===== config.mk =====
export PLATFORM = sky130hd
export DESIGN_NAME = iprg_top
export DESIGN_NICKNAME = d
export VERILOG_FILES = /design/src/logic/iprg_arbiter.v /design/src/logic/iprg_top.v
export VERILOG_INCLUDE_DIRS = /design/src /design/src/logic
export SDC_FILE = /design/constraint.sdc
export NUM_CORES = 1
export LEC_CHECK = 0
export BUFFER_PORTS_ARGS = -buffer_cell sky130_fd_sc_hd__buf_2
export CAP_MARGIN = 20
export CELL_PAD_IN_SITES_DETAIL_PLACEMENT = 1
export CELL_PAD_IN_SITES_GLOBAL_PLACEMENT = 1
export CORE_ASPECT_RATIO = 0.75
export CORE_MARGIN = 4
export CORE_UTILIZATION = 34
export DETAILED_ROUTE_END_ITERATION = 8
export PLACE_DENSITY = 0.77
export RECOVER_POWER = 25
export SETUP_SLACK_MARGIN = 0.02
export SYNTH_ARGS = -nofsm -noshare
export SYNTH_HDL_FRONTEND = slang
export SYNTH_HIERARCHICAL = 1
export SYNTH_SLANG_ARGS = --single-unit

===== constraint.sdc =====
create_clock -name i_clk -period 4.8 [get_ports i_clk]
set_clock_uncertainty 0.15 [all_clocks]
set_input_delay 0.24 -clock i_clk [delete_from_list [all_inputs] [get_ports i_clk]]
set_output_delay 0.24 -clock i_clk [all_outputs]
set_load 0.05 [all_outputs]

===== src/logic/iprg_defs.vh =====
`ifndef IPRG_DEFS_VH
`define IPRG_DEFS_VH

// Register byte offsets on the APB bus
`define IPRG_OFF_LEVELS   12'h000
`define IPRG_OFF_PENDING  12'h004
`define IPRG_OFF_WINNER   12'h008

// Priority field positions (low bit of each 3-bit field)
`define IPRG_POS_TIMER    12
`define IPRG_POS_COMPARE  8
`define IPRG_POS_CAPTURE  4
`define IPRG_POS_EXTIRQ   0

// Implemented bits of the priority register
`define IPRG_LEVELS_MASK  16'h7777
// Reset value: every field at level 4
`define IPRG_LEVELS_RST   16'h4444

// Code that disables a source, and the top level
`define IPRG_CODE_OFF     3'h0
`define IPRG_CODE_TOP     3'h7

`endif


===== src/logic/iprg_arbiter.v =====
`include "iprg_defs.vh"

// Picks the pending, enabled source with the highest code; lower index wins ties
module iprg_arbiter #(
    parameter NSRC = 4
) (
    // Requests and codes
    input  wire [NSRC-1:0]   i_req,
    input  wire [NSRC*3-1:0] i_codes,
    // Result
    output reg               o_valid,
    output reg  [1:0]        o_index,
    output reg  [2:0]        o_level
);
    integer k;

    always @* begin
        o_valid = 1'b0;
        o_index = 2'h0;
        o_level = `IPRG_CODE_OFF;
        // Scan from the last source down so the lowest index keeps a tie
        for (k = NSRC - 1; k >= 0; k = k - 1) begin
            if (i_req[k] && i_codes[k*3 +: 3] != `IPRG_CODE_OFF &&
                    i_codes[k*3 +: 3] >= o_level) begin
                o_valid = 1'b1;
                o_index = k[1:0];
                o_level = i_codes[k*3 +: 3];
            end
        end
    end
endmodule


===== src/logic/iprg_top.v =====
`include "iprg_defs.vh"

module iprg_top (
    // Clock and reset
    input  wire        i_clk,
    input  wire        i_srst,
    // APB slave
    input  wire        i_psel,
    input  wire        i_penable,
    input  wire        i_pwrite,
    input  wire [11:0] i_paddr,
    input  wire [31:0] i_pwdata,
    input  wire [3:0]  i_pstrb,
    output wire        o_pready,
    output reg  [31:0] o_prdata,
    output wire        o_pslverr,
    // Source requests: 0 timer, 1 compare, 2 capture, 3 external irq
    input  wire [3:0]  i_src_req,
    // Arbitration result to the core
    output reg         o_irq_valid,
    output reg  [1:0]  o_irq_index,
    output reg  [2:0]  o_irq_level,
    output reg  [11:0] o_priority_codes
);
    // Slave phase: a cycle with penable high counts only after a setup cycle
    localparam [0:0]  ST_IDLE     = 1'b0;
    localparam [0:0]  ST_SETUP    = 1'b1;

    // Sources and field width; the source order is also the tie order
    localparam        NSRC        = 4;
    localparam        CODE_W      = 3;
    localparam [15:0] LEVELS_RST  = `IPRG_LEVELS_RST;
    localparam [15:0] LEVELS_MASK = `IPRG_LEVELS_MASK;

    // Bus phase tracking
    reg  [0:0]             phase_reg;
    reg  [0:0]             phase_next;
    wire                   setup;
    wire                   access;
    wire                   setup_rd;
    wire                   wr_en;
    // Address decode
    wire                   sel_levels;
    wire                   sel_pending;
    wire                   sel_winner;
    wire                   addr_ok;
    // Priority fields, one code per source
    reg  [NSRC*CODE_W-1:0] codes_reg;
    wire [NSRC*CODE_W-1:0] codes_next;
    wire [NSRC*CODE_W-1:0] codes_rst;
    wire [15:0]            levels_word;
    // Arbitration
    wire                   arb_valid;
    wire [1:0]             arb_index;
    wire [2:0]             arb_level;
    // Read path
    wire [31:0]            levels_rd;
    wire [31:0]            pending_rd;
    wire [31:0]            winner_rd;
    reg  [31:0]            rd_next;

    function integer field_pos;
        input integer idx;
        begin
            case (idx)
                0:       field_pos = `IPRG_POS_TIMER;
                1:       field_pos = `IPRG_POS_COMPARE;
                2:       field_pos = `IPRG_POS_CAPTURE;
                default: field_pos = `IPRG_POS_EXTIRQ;
            endcase
        end
    endfunction

    // Bus phase
    assign setup    = i_psel & ~i_penable;
    assign access   = i_psel & i_penable & (phase_reg == ST_SETUP);
    assign setup_rd = setup & ~i_pwrite;

    always @* begin
        phase_next = ST_IDLE;
        case (phase_reg)
            ST_IDLE: begin
                if (setup) begin
                    phase_next = ST_SETUP;
                end
            end
            ST_SETUP: begin
                // Zero-wait slave: the access cycle always closes the transfer
                if (setup) begin
                    phase_next = ST_SETUP;
                end
            end
            default: begin
                phase_next = ST_IDLE;
            end
        endcase
    end

    always @(posedge i_clk) begin
        if (i_srst) begin
            phase_reg <= ST_IDLE;
        end else begin
            phase_reg <= phase_next;
        end
    end

    // Zero-wait slave: every access completes in its first access cycle
    assign o_pready    = 1'b1;
    assign sel_levels  = (i_paddr == `IPRG_OFF_LEVELS);
    assign sel_pending = (i_paddr == `IPRG_OFF_PENDING);
    assign sel_winner  = (i_paddr == `IPRG_OFF_WINNER);
    assign addr_ok     = sel_levels | sel_pending | sel_winner;
    assign o_pslverr   = access & ~addr_ok;
    // Pending and winner words are read-only; writes there are dropped quietly
    assign wr_en       = access & i_pwrite & sel_levels;

    // One field per source; each field sits wholly inside one byte lane
    genvar g;
    generate
        for (g = 0; g < NSRC; g = g + 1) begin : g_field
            localparam integer POS  = field_pos(g);
            localparam integer LANE = POS / 8;
            wire               lane_wr;

            assign lane_wr = wr_en & i_pstrb[LANE];
            assign codes_rst[g*CODE_W +: CODE_W]  = LEVELS_RST[POS +: CODE_W];
            assign codes_next[g*CODE_W +: CODE_W] = lane_wr ? i_pwdata[POS +: CODE_W] :
                                                    codes_reg[g*CODE_W +: CODE_W];
            assign levels_word[POS +: CODE_W]     = codes_reg[g*CODE_W +: CODE_W];
            // The bit above each field is not built and reads zero
            assign levels_word[POS + CODE_W]      = 1'b0;
        end
    endgenerate

    always @(posedge i_clk) begin
        if (i_srst) begin
            codes_reg <= codes_rst;
        end else begin
            codes_reg <= codes_next;
        end
    end

    iprg_arbiter #(
        .NSRC (NSRC)
    ) u_arb (
        .i_req   (i_src_req),
        .i_codes (codes_reg),
        .o_valid (arb_valid),
        .o_index (arb_index),
        .o_level (arb_level)
    );

    // Registered so the core sees a clean result one cycle after the request
    always @(posedge i_clk) begin
        if (i_srst) begin
            o_irq_valid      <= 1'b0;
            o_irq_index      <= 2'h0;
            o_irq_level      <= 3'h0;
            o_priority_codes <= 12'h000;
        end else begin
            o_irq_valid      <= arb_valid;
            o_irq_index      <= arb_index;
            o_irq_level      <= arb_level;
            o_priority_codes <= codes_reg;
        end
    end

    assign levels_rd  = {16'h0000, levels_word & LEVELS_MASK};
    assign pending_rd = {28'h0000000, i_src_req};
    assign winner_rd  = {26'h0000000, o_irq_valid, o_irq_index, o_irq_level};

    always @* begin
        rd_next = 32'h00000000;
        if (sel_levels) begin
            rd_next = levels_rd;
        end else if (sel_pending) begin
            rd_next = pending_rd;
        end else if (sel_winner) begin
            rd_next = winner_rd;
        end
    end

    // Read data is captured in the setup cycle, valid through the access cycle
    always @(posedge i_clk) begin
        if (i_srst) begin
            o_prdata <= 32'h00000000;
        end else if (setup_rd) begin
            o_prdata <= rd_next;
        end
    end
endmodule


==> summary.md <==
| Metric | Value |
|---|---|
| Syn_area_per_cell | `just over 9 um2` |
| Cts bufs inserted | `5` |
| Bufs on Longest Clock Path | `2` |
| Hold path endpoint | `phase_reg` |
| Syn. warnings | `6` |
| Final Hold Viols | `0` |
| H-tree levels | `2` |
| First DRT Iteration DRCs | `64` |
| Max Slew Vio Count | `0` |
| Half-perimeter wire length after placement | `4900 um` |
| CTS tree | `built` |
| Slew margin rel. | `between 50% and 60%` |
| DIE WIDTH | `roughly 100 um` |
| Leak | `1.27 nW` |
| Status | `finished clean` |
| CP Capture Type | `flip-flop` |
| Vias | `roughly 2,000` |
| Actual slew at the worst max-slew pin | `slightly above 0.7 ns` |
| Final setup TNS | `0 ns` |
| Max-capacitance violation count | `0` |
| Leading area contributor after synthesis | `dfxtp_1` |
| Reg clk slew, reported paths | `around 0.090 ns` |
| Largest net degree at the start of global routing | `42` |
| Unique masters post-synth | `52` |
| Hold path depth | `3` |
| Final min period | `about 4.6 ns` |
| Clock network power share | `between 30% and 40%` |
| Synthesized cell area | `~2400 um2` |
| Number of flip-flops under the largest register name | `13` |
| Synth top area share | `between 30% and 40%` |
| HP Class | `in -> reg` |
| Largest fanout on the critical path | `6` |
| CP Class | `reg -> reg` |
| Worst-Skew Late Latency | `about 0.3 ns` |
| First-pass GRT wire length | `9990 um` |
| Gp weighted congestion | `between 0.8 and 0.9` |
| DIE AREA | `~8300 um2` |
| GRT Overall Usage | `about 15%` |
| Post-route ant nets | `0` |
| P_sw | `0.227 mW` |
| Hold_ws | `0.0533 ns` |
| Hold Startpoint | `i_psel` |
| Ports | `between 100 and 150` |
| R2R Path Start | `codes_reg[9]` |
| Reg-to-Reg End | `o_irq_level[1]` |
| Vias in the first global route | `between 1,500 and 2,000` |
| Sequential share of the synthesized area | `37.3%` |
| Area grow syn2layout | `20.7%` |
| Crit start category | `flip-flop` |
| Number of hold buffers added after CTS | `0` |
| CP arrival | `approximately 4.7 ns` |
| Via-per-instance ratio | `between 4 and 5` |
| Sw Ratio | `between 20 and 30%` |
| CTS Sinks | `44` |
| Pwr dens | `277 nW/um2` |
| Fmax | `roughly 0.22 GHz` |
| WP data required | `4.89 ns` |
| PortBufs | `66` |
| Std cell rows | `25` |
| Layout cells sized above 1 | `between 30% and 40%` |
| Setup ws final | `between 0.15 and 0.2 ns` |
| VDD IR max | `approximately 0.00011 V` |
| Drt total wl | `between 6000 and 7000 um` |
| Dpl ws | `-0.0275 ns` |
| Flop-to-flop setup slack | `approximately 0.19 ns` |
| Area contributors post-synth | `dfxtp_1 (37%), nor2b_1 (8.0%), buf_4 (6.7%)` |
| Root Buffer Master | `clkbuf_8` |
| Core region area | `about 6500 um2` |
| Cells on worst reg2reg path | `21` |
| Initial antenna violation count | `0` |
| TritonRoute pass-1 iters | `4` |
| Die height | `80.1 um` |
| # DRC | `0` |
| Fin crit share | `between 90% and 100%` |
| DR WL/cell | `~16 um` |
| Internal Pwr Total | `between 0.5 and 0.6 mW` |
| Reg power frac | `~47%` |
| Endpoints failing setup | `0` |
| Congestion Overflow GR | `0` |
| # diodes | `0` |
| Synthesized flop and latch total | `44` |
| Initial Utilization | `between 30% and 40%` |
| Nets | `around 390` |
| Logic gate share of total power | `approximately 17%` |
| Synth Instances | `around 250` |
cell usage after synthesis (all sizes together):
cell type  instances
dfxtp             44
nor2b             31
buf               25
nand2             25
a21oi             18
inv                9
mux2               9
ha                 8
nor2               7
a21o               6
nand3              6
a31o               5
o22ai              5
clkbuf             4
mux2i              4
o21ai              4
and3               3
and4               3
nand2b             3
nand3b             3
nor4               3
o41ai              3
or4                3
a311oi             2
and2               2
conb               2
o211a              2
o211ai             2
or3                2
a211o              1
a22oi              1
a311o              1
a31oi              1
a32oi              1
o21a               1
o31a               1
o31ai              1
or2                1
cell usage in the layout, fill, tap and decap left out, drive strengths merged, types with 6 or more instances in the layout:
master,count
buf,66
dfxtp,44
nor2b,31
nand2,25
conb,20
a21oi,18
clkbuf,12
inv,9
mux2,9
ha,8
nor2,7
nand3,6
a21o,6
timing repair:
item | in CTS | in global routing
resized for setup | 0 | 8
setup buffers | 0 | 1
setup endpoints to repair | 0 | 3
logic make-up (layout without fill, tap and decap cells):
kind of cell	after synthesis	in the layout	synth area share, %
simple gates	92	92	25.1
compound gates	55	55	17.5
flops	44	44	37.3
buf+inv	38	89	9.50
mux	13	13	5.99
fa+ha+maj	8	8	4.24
other cells	2	20	0.318
how the worst max path moves through the flow:
stage | start | endpoint | slack, ns
floorplan | codes_reg[11] | o_irq_level[0] | 0.47
detailed placement | i_src_req[3] | o_irq_level[0] | -0.03
CTS | codes_reg[11] | o_irq_level[0] | 0.03
global route | codes_reg[9] | o_irq_level[1] | -0.07
global placement | i_src_req[3] | o_irq_level[0] | 0.10
finish | codes_reg[9] | o_irq_level[1] | 0.19
per-stage QoR:
stage	cells	total power, mW	area, um2	utilization (%)
after floorplan	270	0.489	2430	-
after global placement	393	0.509	2710	41.6
after detailed placement	393	0.512	2710	41.6
after CTS	401	0.795	2810	43.2
after global routing	402	0.826	2850	43.8
final	402	0.787	2850	43.8
power by group through the flow:
stage / Sequential (mW) / Clock (mW) / Combinational, mW
after floorplan: 0.398 / 0 / 0.0903
after global placement: 0.381 / 0 / 0.128
after detailed placement: 0.381 / 0 / 0.130
after CTS: 0.373 / 0.292 / 0.131
after global routing: 0.373 / 0.310 / 0.143
final: 0.373 / 0.281 / 0.134
final cells by class:
class	count	area, um2
Timing Repair Buffer	72	368
Clock buffer	6	72.6
Multi-Input combinational cell	188	1350
Fill cell	775	3660
Inverter	9	33.8
Sequential cell	44	882
Tap cell	81	101
Clock inverter	2	35.0
critical path, cell delays in order (launching register included):
cell and delay, ns:
dfxtp_1 0.34, and2_2 0.20, ha_1 0.31, nor2b_4 0.05, o21ai_4 0.14, buf_4 0.16, o211ai_1 0.12, a22oi_2 0.24
inv_1 0.08, ha_1 0.28, nand2b_1 0.15, a21oi_2 0.20, a21oi_2 0.13, a31oi_4 0.21, mux2i_1 0.24, ha_1 0.25
nand2b_1 0.14, a211o_1 0.33, and3_2 0.20, a311o_1 0.33, o22ai_1 0.15, nor2b_1 0.14
metal layers:
layer	global-route usage, %	up-vias	wire, um
met5	0	-	0
met4	3.98	0	46
met3	4.26	4	367
met2	24.1	62	2980
met1	20.0	939	2950
li1	-	977	-
Note: power is estimated with default switching activity, not from simulation.
